$ cat config.mk
export PLATFORM = sky130hd
export DESIGN_NAME = gpc_pin_config
export DESIGN_NICKNAME = d
export VERILOG_FILES = /design/src/logic/gpc_pkg.sv /design/src/logic/gpc_pwm_channel.sv /design/src/logic/gpc_pin_config.sv
export SDC_FILE = /design/constraint.sdc
export NUM_CORES = 1
export LEC_CHECK = 0
export BUFFER_PORTS_ARGS = -buffer_cell sky130_fd_sc_hd__buf_2
export CORE_ASPECT_RATIO = 0.9
export CORE_MARGIN = 5
export CORE_UTILIZATION = 50
export DETAILED_ROUTE_END_ITERATION = 8
export PLACE_DENSITY = 0.66
export SLEW_MARGIN = 20
export SYNTH_ARGS = -nofsm -noshare
export SYNTH_HDL_FRONTEND = slang
export SYNTH_HIERARCHICAL = 1
export SYNTH_SLANG_ARGS = --single-unit
$ cat constraint.sdc
create_clock -name clock -period 4.5 [get_ports clock]
set_input_delay 0.9 -clock clock [delete_from_list [all_inputs] [get_ports clock]]
set_output_delay 0.9 -clock clock [all_outputs]
set_load 0.01 [all_outputs]
$ cat src/logic/gpc_pkg.sv
package gpc_pkg;

   // Pin count and register location
   localparam int NUM_PINS = 5;
   localparam logic [7:0] CFG_ADDR = 8'h4D;
   localparam logic [15:0] CFG_RESET = 16'h0000;
   // Writable bits: 15 and 1 stay zero
   localparam logic [15:0] CFG_WMASK = 16'h7FFD;

   // Field positions inside the pin configuration word
   localparam int FMT_LSB = 10;
   localparam int DIR_LSB = 5;
   localparam int SRC_LSB = 0;

   // Pins that carry a dedicated function
   localparam int PIN_MHD = 0;
   localparam int PIN_FAULT = 2;
   localparam int PIN_OCC_A = 3;
   localparam int PIN_OCC_B = 4;

   // Layout of one pulse-width configuration word (same for low and high level)
   localparam int PWM_CFG_W = 16;
   localparam int PWM_TB_LSB = 14;
   localparam int PWM_HC_LSB = 7;
   localparam int PWM_LC_LSB = 0;
   localparam int PWM_CNT_W = 7;

   // Time base unit: one tick at time base 0, doubled per time base step
   localparam int CLK_PERIOD_NS = 10;
   localparam int TB_BASE_TIME_NS = 1000;
   localparam logic [15:0] TB_BASE_CYCLES = 16'(TB_BASE_TIME_NS / CLK_PERIOD_NS);
   localparam logic [6:0] PWM_WIDTH_MAX = 7'h7F;

   // Output waveform phase
   typedef enum {PH_HIGH, PH_LOW} gpc_phase_t;

   // Distance between a measured width and a configured width
   function automatic logic [6:0] gpc_abs_diff(input logic [6:0] a, input logic [6:0] b);
      gpc_abs_diff = (a >= b) ? 7'(a - b) : 7'(b - a);
   endfunction : gpc_abs_diff

endpackage : gpc_pkg

$ cat src/logic/gpc_pwm_channel.sv
module gpc_pwm_channel import gpc_pkg::*; (
   // Clock and control
   input wire logic clock,
   input wire logic rst_n,
   input wire logic ce,
   input wire logic enable,
   // Value to code and synchronised pin level
   input wire logic data_in,
   input wire logic pin_level,
   // Pulse-width counts for logic low and logic high
   input wire logic [6:0] ll_hc,
   input wire logic [6:0] ll_lc,
   input wire logic [6:0] lh_hc,
   input wire logic [6:0] lh_lc,
   input wire logic [1:0] time_base,
   // Coded output and decoded input
   output logic pwm_out,
   output logic decoded
);

   logic [15:0] presc_reg, presc_next;
   logic [6:0] cnt_reg, cnt_next;
   logic [6:0] width_reg, width_next;
   gpc_phase_t phase_reg, phase_next;
   logic pwm_reg, pwm_next;
   logic dec_reg, dec_next;
   logic prev_reg, prev_next;
   logic [15:0] tick_limit;
   logic tick;
   logic [6:0] hc;
   logic [6:0] lc;

   // Tick divider and counts picked by the value being coded
   always_comb begin
      tick_limit = 16'(TB_BASE_CYCLES << time_base);
      tick = (presc_reg >= 16'(tick_limit - 16'h0001));
      hc = data_in ? lh_hc : ll_hc;
      lc = data_in ? lh_lc : ll_lc;
   end

   // Next state of generator and decoder
   always_comb begin
      presc_next = presc_reg;
      cnt_next = cnt_reg;
      width_next = width_reg;
      phase_next = phase_reg;
      pwm_next = pwm_reg;
      dec_next = dec_reg;
      prev_next = pin_level;
      if (!enable) begin
         // Idle so a newly enabled pin starts a fresh period
         presc_next = 16'h0000;
         cnt_next = 7'h00;
         width_next = 7'h00;
         phase_next = PH_HIGH;
         pwm_next = 1'b0;
         dec_next = 1'b0;
      end else begin
         presc_next = tick ? 16'h0000 : 16'(presc_reg + 16'h0001);
         // Counts are read live, so a data change takes effect mid period
         if (tick) begin
            case (phase_reg)
               PH_HIGH: begin
                  if (7'(cnt_reg + 7'h01) >= hc) begin
                     phase_next = PH_LOW;
                     cnt_next = 7'h00;
                  end else begin
                     cnt_next = 7'(cnt_reg + 7'h01);
                  end
               end
               PH_LOW: begin
                  if (7'(cnt_reg + 7'h01) >= lc) begin
                     phase_next = PH_HIGH;
                     cnt_next = 7'h00;
                  end else begin
                     cnt_next = 7'(cnt_reg + 7'h01);
                  end
               end
               default: begin
                  phase_next = PH_HIGH;
                  cnt_next = 7'h00;
               end
            endcase
         end
         pwm_next = (phase_next == PH_HIGH);
         // High time measured in ticks, saturating so long pulses stay valid
         if (pin_level && !prev_reg) begin
            width_next = 7'h00;
         end else if (pin_level && tick && (width_reg != PWM_WIDTH_MAX)) begin
            width_next = 7'(width_reg + 7'h01);
         end
         // Nearest configured high time wins, ties decode as low
         if (!pin_level && prev_reg) begin
            dec_next = gpc_abs_diff(width_reg, lh_hc) < gpc_abs_diff(width_reg, ll_hc);
         end
      end
   end

   // Registers; reset acts even while frozen
   always_ff @(posedge clock) begin
      if (!rst_n) begin
         presc_reg <= 16'h0000;
         cnt_reg <= 7'h00;
         width_reg <= 7'h00;
         phase_reg <= PH_HIGH;
         pwm_reg <= 1'b0;
         dec_reg <= 1'b0;
         prev_reg <= 1'b0;
      end else if (ce) begin
         presc_reg <= presc_next;
         cnt_reg <= cnt_next;
         width_reg <= width_next;
         phase_reg <= phase_next;
         pwm_reg <= pwm_next;
         dec_reg <= dec_next;
         prev_reg <= prev_next;
      end
   end

   assign pwm_out = pwm_reg;
   assign decoded = dec_reg;

endmodule : gpc_pwm_channel

$ cat src/logic/gpc_pin_config.sv
// Behaviour
// - Config register at 4Dh, resets 0000h.
// - Bits 14..10 pick static or pulse-coded format.
// - Static input: value is synchronised pin level.
// - Static output: drive level, ignore pulse settings.
// - Coded input: value decoded from pulse width.
// - Coded output: waveform from pulse-width settings.
// - Readback static when 0, pulse-decoded when 1.
// - Bits 9..5 set direction, 1 output.
// - Bit 4: pin 4 comparator B or data.
// - Bit 3: pin 3 comparator A or data.
// - Bit 2: pin 2 fault or data.
// - Bit 0: pin 0 host-detect or data.
// - Source select matters only for output pins.
// - Bits 15, 1 read zero; pin 1 data.
// - Static data output drives output data bit.
module gpc_pin_config import gpc_pkg::*; (
   // Clock, reset, enable
   input wire logic clock,
   input wire logic rst_n,
   input wire logic ce,
   // Register port from the serial host interface
   input wire logic [7:0] reg_addr,
   input wire logic reg_wr,
   input wire logic reg_rd,
   input wire logic [15:0] reg_wdata,
   output logic [15:0] reg_rdata,
   output logic reg_rvalid,
   // Output data and pulse-width configuration, pin p in slice p
   input wire logic [4:0] pin_output_values,
   input wire logic [79:0] pin_pwm_low_level_cfg,
   input wire logic [79:0] pin_pwm_high_level_cfg,
   // Dedicated function sources
   input wire logic overcurrent_cmp_a_out,
   input wire logic overcurrent_cmp_b_out,
   input wire logic device_fault,
   input wire logic missing_host_detect,
   // Pins
   input wire logic [4:0] pin_in,
   output logic [4:0] pin_out,
   output logic [4:0] pin_oe,
   // Logic value seen on each pin
   output logic [4:0] pin_value
);

   // Register port state
   logic [15:0] cfg_reg, cfg_next;
   logic [15:0] rdata_reg, rdata_next;
   logic rvalid_reg, rvalid_next;
   // Synchroniser and pin state
   logic [4:0] sync1_reg, sync1_next;
   logic [4:0] sync2_reg, sync2_next;
   logic [4:0] out_reg, out_next;
   logic [4:0] value_reg, value_next;
   // Decoded fields and per-pin signals
   logic [4:0] fmt;
   logic [4:0] dir;
   logic [4:0] src;
   logic [4:0] dedicated;
   logic [4:0] level;
   logic [4:0] pwm_wave;
   logic [4:0] pwm_dec;

   // Address decode, shared by the write and read paths
   function automatic logic cfg_hit(input logic [7:0] addr);
      cfg_hit = (addr == CFG_ADDR);
   endfunction : cfg_hit

   // One count field of pin p's pulse-width word in a packed bus
   function automatic logic [6:0] pwm_count(input logic [79:0] cfg_bus, input int p,
      input int lsb);
      pwm_count = cfg_bus[p*PWM_CFG_W + lsb +: PWM_CNT_W];
   endfunction : pwm_count

   // Field split; pin 1 has no dedicated source so its select is forced to data
   always_comb begin
      fmt = cfg_reg[FMT_LSB +: NUM_PINS];
      dir = cfg_reg[DIR_LSB +: NUM_PINS];
      src = cfg_reg[SRC_LSB +: NUM_PINS];
      src[1] = 1'b1;
      dedicated = pin_output_values;
      dedicated[PIN_OCC_B] = overcurrent_cmp_b_out;
      dedicated[PIN_OCC_A] = overcurrent_cmp_a_out;
      dedicated[PIN_FAULT] = device_fault;
      dedicated[PIN_MHD] = missing_host_detect;
   end

   // Register access: writes masked, unmapped reads answer zero
   always_comb begin
      cfg_next = cfg_reg;
      rdata_next = rdata_reg;
      rvalid_next = reg_rd;
      if (reg_wr && cfg_hit(reg_addr)) begin
         cfg_next = reg_wdata & CFG_WMASK;
      end
      if (reg_rd) begin
         rdata_next = cfg_hit(reg_addr) ? cfg_reg : 16'h0000;
      end
   end

   // Two-stage synchroniser; only the second stage is used downstream
   always_comb begin
      sync1_next = pin_in;
      sync2_next = sync1_reg;
   end

   // Pin drive and readback, registered so every output leaves a flop
   always_comb begin
      out_next = 5'h00;
      value_next = 5'h00;
      for (int p = 0; p < NUM_PINS; p++) begin
         // Source only steers an output; an input pin never looks at it
         level[p] = dir[p] ? (src[p] ? pin_output_values[p] : dedicated[p]) : 1'b0;
         if (dir[p]) begin
            // Static drive ignores the pulse settings entirely
            out_next[p] = fmt[p] ? pwm_wave[p] : level[p];
         end
         // Same path reads back inputs and driven outputs
         value_next[p] = fmt[p] ? pwm_dec[p] : sync2_reg[p];
      end
   end

   // One coder and decoder per pin; time base comes from the low-level word
   for (genvar g = 0; g < NUM_PINS; g++) begin : g_pin
      gpc_pwm_channel u_chan (
         .clock(clock),
         .rst_n(rst_n),
         .ce(ce),
         .enable(fmt[g]),
         .data_in(level[g]),
         .pin_level(sync2_reg[g]),
         .ll_hc(pwm_count(pin_pwm_low_level_cfg, g, PWM_HC_LSB)),
         .ll_lc(pwm_count(pin_pwm_low_level_cfg, g, PWM_LC_LSB)),
         .lh_hc(pwm_count(pin_pwm_high_level_cfg, g, PWM_HC_LSB)),
         .lh_lc(pwm_count(pin_pwm_high_level_cfg, g, PWM_LC_LSB)),
         .time_base(pin_pwm_low_level_cfg[g*PWM_CFG_W + PWM_TB_LSB +: 2]),
         .pwm_out(pwm_wave[g]),
         .decoded(pwm_dec[g])
      );
   end

   // Register port flops; reset wins over the clock enable
   always_ff @(posedge clock) begin
      if (!rst_n) begin
         cfg_reg <= CFG_RESET;
         rdata_reg <= 16'h0000;
         rvalid_reg <= 1'b0;
      end else if (ce) begin
         cfg_reg <= cfg_next;
         rdata_reg <= rdata_next;
         rvalid_reg <= rvalid_next;
      end
   end

   // Synchroniser flops, cleared so no false level follows reset
   always_ff @(posedge clock) begin
      if (!rst_n) begin
         sync1_reg <= 5'h00;
         sync2_reg <= 5'h00;
      end else if (ce) begin
         sync1_reg <= sync1_next;
         sync2_reg <= sync2_next;
      end
   end

   // Pin drive and readback flops
   always_ff @(posedge clock) begin
      if (!rst_n) begin
         out_reg <= 5'h00;
         value_reg <= 5'h00;
      end else if (ce) begin
         out_reg <= out_next;
         value_reg <= value_next;
      end
   end

   // Direction bits drive the enables straight from the register
   assign pin_oe = dir;
   assign pin_out = out_reg;
   assign pin_value = value_reg;
   assign reg_rdata = rdata_reg;
   assign reg_rvalid = rvalid_reg;

endmodule : gpc_pin_config

# Word-level counts from Yosys, hierarchy flattened
# Cells that the tools add are included.
# Widths: inputs -> output; s select.
dict set report totals {
  input_bits 203
  wordCells 341
  reg_bits 376
  output_inout_bits 32
}
dict set report op_classes {
  n_reduce_logical 58
  mux 140
  shifts 5
  add_sub_neg 40
  n_lt_le_gt_ge 30
  n_eq_ne 26
}
# cell n
set op_table {}
lappend op_table {{$mux 32} 25}
lappend op_table {{$mux 7} 55}
lappend op_table {{$logic_not 32->1} 10}
lappend op_table {{$pmux 32 s2} 5}
lappend op_table {{$eq 32x1->1 const B} 5}
lappend op_table {{$mux 16} 10}
lappend op_table {{$ge 7x7->1} 20}
lappend op_table {{$sub 7x7->7} 20}
lappend op_table {{$add 16x1->16 const B} 5}
lappend op_table {{$ge 16x16->1} 5}
lappend op_table {{$shl 7x2->16 const A} 5}
lappend op_table {{$sub 16x1->16 const B} 5}
lappend op_table {{$add 7x1->7 const B} 10}
lappend op_table {{$pmux 7 s2} 5}
lappend op_table {{$mux 1} 39}
lappend op_table {{$lt 7x7->1} 5}
lappend op_table {{$ne 7x7->1 const B} 5}
lappend op_table {{$reduce_and 2->1} 17}
lappend op_table {{$logic_and 1x1->1} 21}
lappend op_table {{$ne 2x1->1 const B} 10}
lappend op_table {{$mux 15} 1}
lappend op_table {{$ne 3x1->1 const B} 5}
lappend op_table {{$logic_not 1->1} 10}
lappend op_table {{$eq 8x7->1 const B} 1}

# Depth between registers and ports, before layout
dict set report logic_depth {
  word_depth 10
  depth_mapped 17
  mapped_depth_nobuf 16
}

# Hierarchy
# The synthesis kept the hierarchy.
# module seq_area_each_um2 cells_each instances area_each_um2
set modules_own_cells {}
lappend modules_own_cells {{gpc_pwm_channel (g_pin[0].u_chan ...)} 1301.2 541 3 4715.8}
lappend modules_own_cells {{gpc_pwm_channel (g_pin[4].u_chan)} 1301.2 537 1 4753.3}
lappend modules_own_cells {{gpc_pwm_channel (g_pin[1].u_chan)} 1301.2 521 1 4519.3}
lappend modules_own_cells {gpc_pin_config 980.9 236 1 2187.1}

# Worst setup path after synthesis
# OpenSTA, ideal clock, no wires.
dict set report synth_timing {
  path_kind {input port to flip-flop}
  start {input pin_output_values[0]}
  end {register g_pin[0].u_chan.cnt_reg[2]}
  path_slack_ns 0.661
  path_buffers 2
  arrival_ns 3.765
  cell_stages 13
  t_required_ns 4.426
  setup_ns 0.074
  path_cell_list {mux2i_1 > nor2_1 > clkbuf_8 > clkbuf_1 > o21ai_0 > ha_1 > nand2b_1 > a2111o_1 > a311oi_2 > o21ai_0 > a221oi_4 > nand4b_1 > a31oi_1}
}
dict set report synth_via {
  elab_chain_len 8
  word_cells_on_any_way 11
  cone_classes {2 x order compare; 9 x mux}
}
# element line
set synth_rtl {}
lappend synth_rtl {{from (decl)} gpc_pin_config.sv:30} ;# input wire logic [4:0] pin_output_values,
lappend synth_rtl {{$mux 1 (*) (2 in a row)} gpc_pin_config.sv:113} ;# level[p] = dir[p] ? (src[p] ? pin_output_values[p] : dedicated[p]) : 1'b0;
lappend synth_rtl {{net level[0]} gpc_pin_config.sv:60} ;# logic [4:0] level;
lappend synth_rtl {{$mux 7, on equally long branches} {gpc_pwm_channel.sv:38, gpc_pwm_channel.sv:37}}
lappend synth_rtl {{$ge 7x7->1, on equally long branches} {gpc_pwm_channel.sv:72, gpc_pwm_channel.sv:64}}
lappend synth_rtl {{$mux 7, on equally long branches} {gpc_pwm_channel.sv:72, gpc_pwm_channel.sv:64}}
lappend synth_rtl {{$pmux 7 s2 (*)} gpc_pwm_channel.sv:62} ;# case (phase_reg)
lappend synth_rtl {{$mux 7 (*)} gpc_pwm_channel.sv:61} ;# if (tick) begin
lappend synth_rtl {{$mux 7 (*)} gpc_pwm_channel.sv:50} ;# if (!enable) begin
lappend synth_rtl {{to (signal assigned)} gpc_pwm_channel.sv:111} ;# cnt_reg <= cnt_next;
lappend synth_rtl {{to (decl)} gpc_pwm_channel.sv:22} ;# logic [6:0] cnt_reg, cnt_next;
# The timed path passes the listed nets; every way through them passes the cells marked *. The select of a mux whose other input is x is not followed.
# A chain may end at the register's enable or synchronous reset.

# Worst setup path in the final report
dict set report layout_timing {
  start {input pin_pwm_high_level_cfg[76]}
  end {register g_pin[4].u_chan.dec_reg}
}
dict set report layout_via {
  elab_chain_len 5
  word_cells_on_any_way 7
  cone_classes {2 x add/sub; 2 x order compare; 3 x mux}
}
# element line
set layout_rtl {}
lappend layout_rtl {{from (decl)} gpc_pin_config.sv:32} ;# input wire logic [79:0] pin_pwm_high_level_cfg,
lappend layout_rtl {{$sub 7x7->7 / $ge 7x7->1 (equally long branches)} gpc_pkg.sv:39} ;# gpc_abs_diff = (a >= b) ? 7'(a - b) : 7'(b - a);
lappend layout_rtl {{$mux 7 (*)} gpc_pkg.sv:39}
lappend layout_rtl {{$lt 7x7->1 (*)} gpc_pwm_channel.sv:94} ;# dec_next = gpc_abs_diff(width_reg, lh_hc) < gpc_abs_diff(width_reg, ll_hc);
lappend layout_rtl {{$mux 1 (*)} gpc_pwm_channel.sv:93} ;# if (!pin_level && prev_reg) begin
lappend layout_rtl {{$mux 1 (*)} gpc_pwm_channel.sv:50}
lappend layout_rtl {{to (signal assigned)} gpc_pwm_channel.sv:115} ;# dec_reg <= dec_next;
lappend layout_rtl {{to (decl)} gpc_pwm_channel.sv:26} ;# logic dec_reg, dec_next;
# Mark *: on every way between the ends. The rest lies on a longest branch, timed or not. The select of a mux whose other input is x is not followed.

==> impl_metrics.toml <==
[run_status]
status = "complete, no violations"

[clocking]
cts_buffers = 42
clockBufferDepth = 3
cts-resized-gates = 0
htree_levels = 2
clockRootBuffer = "clkbuf_16"
cts_tree = "done"
cts.clk_slew.worst_paths_ns = 0.06
cts_setup_buffers = 0
cts_hold_buffers = 0
clk_latency_ns = 0.55
clock-sinks = 374

[worst_setup_path]
path_cells = "buf_2 > inv_1 > ha_1 > o2111a_1 > a211oi_1 > o21ai_2 > mux2i_1 > a221o_1 > a21boi_0 > xnor2_1 > ha_1 > a21o_1 > a21o_1 > a21oi_1 > o221a_2"
path_max_fanout = 9
path_depth = 15
required_ns = 5.00
r2r_cells = 12
worst-path-buf-inv = 2
r2r_slack_ns = 0.79
path_delay_family = "compound AO/OA/AOI/OAI gates"
r2r_end = "g_pin[2].u_chan/decoded"
crit_start = "pin_pwm_high_level_cfg[76]"
cp_data_arrival_time_ns = 4.28
crit_type = "input port to flop"
cp_slowest_cell = "ha_1"
cp-end-kind = "flop"
slowest_delay_ns = 0.38
crit_path_start_kind = "input port"
reg2reg_from = "g_pin[2].u_chan/width_reg[0]"
crit_path_end = "g_pin[4].u_chan/decoded"

[die]
rows = 78
die_h_um = 225
dieArea_um2 = 55800
die_x_um = 249
start_util = 0.507
pin_count = 235
core-area_um2 = 50600

[pwr]
p_leak_uw = 0.0128
p_int_uw = 5780
seq_power_share = 0.433
vdd_ir_drop_max_v = 0.000269
combPwrFrac = 0.104
p_per_area_nw_per_um2 = 267
p_switching_uw = 1900
sw_frac_of_total = 0.248
power_frac_clock = 0.464

[timing]
slew_viol_final = 0
min_period_ns = 3.78
slew_headroom = 0.409
rsz0062_at_grt = "false"
tns_ns = 0
tightest_slew_ns = 0.885
skew_ns = 0.0124
fmax_mhz = 264
hold_viol = 0
fin_crit_sh = 0.840
setup_violations = 0
hold_ws_ns = 0.454

[routing]
drc = 0
first_pass_iters = 5
ant_nets = 0
initialDrtViolationCount = 1203
wl_um = 61800
vias = 21100
vias_per_cell = 5.48
wl_per_cell_um = 16.0

[synthesis]
synth_top_area_frac = 0.292
synthFlopType = "dfxtp_1"
yosys_register_bits = 374
yosysMostFrequentCell = "dfxtp_1"
netlist_instances = 2917
syn_avg_cell_area_um2 = 8.78
synth_common_cells = "dfxtp_1, ha_1, nand2_1"
ys_async_sr_fraction = 0
netlist_top_cells_area = "dfxtp_1, ha_1, mux2i_1, nand2_1, nor2b_1"
synth_edf_count = 0
syn_area_um2 = 25600
yosys.area.top_type = "dfxtp_1"
ys_types = 100
yosysSeqAreaShare = 0.292
yosys_warnings = 6

[final_layout]
nNetsFinal = 3690
n_antenna_cell = 0
multi_input_comb_area_um2 = 16900
seqCellArea_um2 = 7490
drive_gt1_frac = 0.131
nFillCells = 4623
synthToLayoutAreaGrowth_pct = 12.5
largest_register_ffs = 160

[global_route]
grt_start_max_net_pins = 52
grt_pass1_vias = 20700
grt_pass1_wl_um = 102000
antenna_found_initial = 0
groute.usage.overall = 0.212
grt-ovfl-total = 0

[hold_path]
holdCritPathClass = "flop to flop"

[placement]
hpwlAfterDp_um = 47900
gp_congestion = 0.901
io_buffers = 220

[job]
maxCapViolations = 0
-- layout by cell type, fill, tap and decap left out, types with 28 or more instances in the layout --
| master | instances |
|---|---|
| a21o_1 | 88 |
| buf_2 | 218 |
| nand4_1 | 44 |
| conb_1 | 32 |
| clkbuf_16 | 43 |
| xnor2_1 | 71 |
| o21ai_0 | 75 |
| nand2b_1 | 50 |
| buf_4 | 31 |
| xor2_1 | 64 |
| a21oi_1 | 129 |
| nand3_1 | 93 |
| a21boi_0 | 30 |
| dfxtp_1 | 374 |
| and3_1 | 31 |
| o21a_1 | 28 |
| and2_1 | 57 |
| nor2_1 | 156 |
| inv_1 | 208 |
| nor3_1 | 44 |
| ha_1 | 325 |
| a31oi_1 | 34 |
| nand2_1 | 258 |
| mux2i_1 | 129 |
| nor2b_1 | 129 |
| nor4_1 | 47 |
-- how the worst min path moves through the flow --
stage,start,end,slack (ns),cells past startpoint
2_1_floorplan,g_pin[1].u_chan/phase_reg[25],g_pin[1].u_chan/phase_reg[25],0.42,1
3_3_place_gp,g_pin[1].u_chan/phase_reg[22],g_pin[1].u_chan/phase_reg[22],0.43,1
3_5_place_dp,g_pin[1].u_chan/phase_reg[24],g_pin[1].u_chan/phase_reg[24],0.44,1
4_1_cts,g_pin[1].u_chan/decoded,g_pin[1].u_chan/decoded,0.46,2
5_1_grt,g_pin[1].u_chan/phase_reg[29],g_pin[1].u_chan/phase_reg[29],0.47,1
6_report,g_pin[1].u_chan/phase_reg[22],g_pin[1].u_chan/phase_reg[22],0.45,1
-- logic make-up (layout without fill, tap and decap cells) --
kind of cell    after synthesis  after routing  synth area share
xor+xnor                    135            135            0.0462
buf+inv                     304            535            0.0524
flops                       374            374             0.292
mux                         160            160            0.0641
other cells                   6             32          0.000879
fa+ha+maj                   350            350             0.177
simple gates               1010           1010             0.208
compound gates              578            578             0.159
-- per-layer routing --
layer	vias up	routed length, um	global-route usage
met1	9907	29700	0.291
li1	10700	-	-
met5	-	0	0
met3	78	2780	0.0347
met2	415	28300	0.354
met4	0	1100	0.0470
-- power by group through the flow --
stage          Sequential (uW)  Combinational (uW)  Clock [uW]
2_1_floorplan             3400                 528           0
3_3_place_gp              3400                 763           0
3_5_place_dp              3400                 790           0
4_1_cts                   3330                 795        3670
5_1_grt                   3320                 896        3820
6_report                  3330                 797        3560
-- worst reg2reg max path, stage by stage, from the launching register on --
cell and delay (ns):
dfxtp_1 0.45, inv_1 0.13, ha_1 0.21, nand2b_1 0.19, a311oi_1 0.53, o21ai_1 0.32
mux2i_1 0.42, o211ai_1 0.18, a31oi_1 0.23, xnor2_1 0.09, ha_1 0.20, or3_1 0.39
o31ai_1 0.26
-- cell type report --
cell class	count	area share
inverter	210	0.0274
multi-input combinational	2265	0.587
clock buffer	51	0.0398
clock inverter	25	0.0105
timing repair buffer	249	0.0460
tap	680	0.0295
sequential	374	0.260
-- metrics by stage --
stage,std cells,total power (uW),utilization,area [um2],setup slack (ns)
after floorplan,2943,3930,-,25700,0.661
final,3854,7690,0.570,28800,0.719
after detailed placement,3778,4190,0.541,27300,0.00129
after CTS,3854,7790,0.569,28800,0.479
after global placement,3778,4160,0.541,27300,0.105
after global routing,3854,8040,0.570,28800,0.524
(Power assumes the default switching activity.)
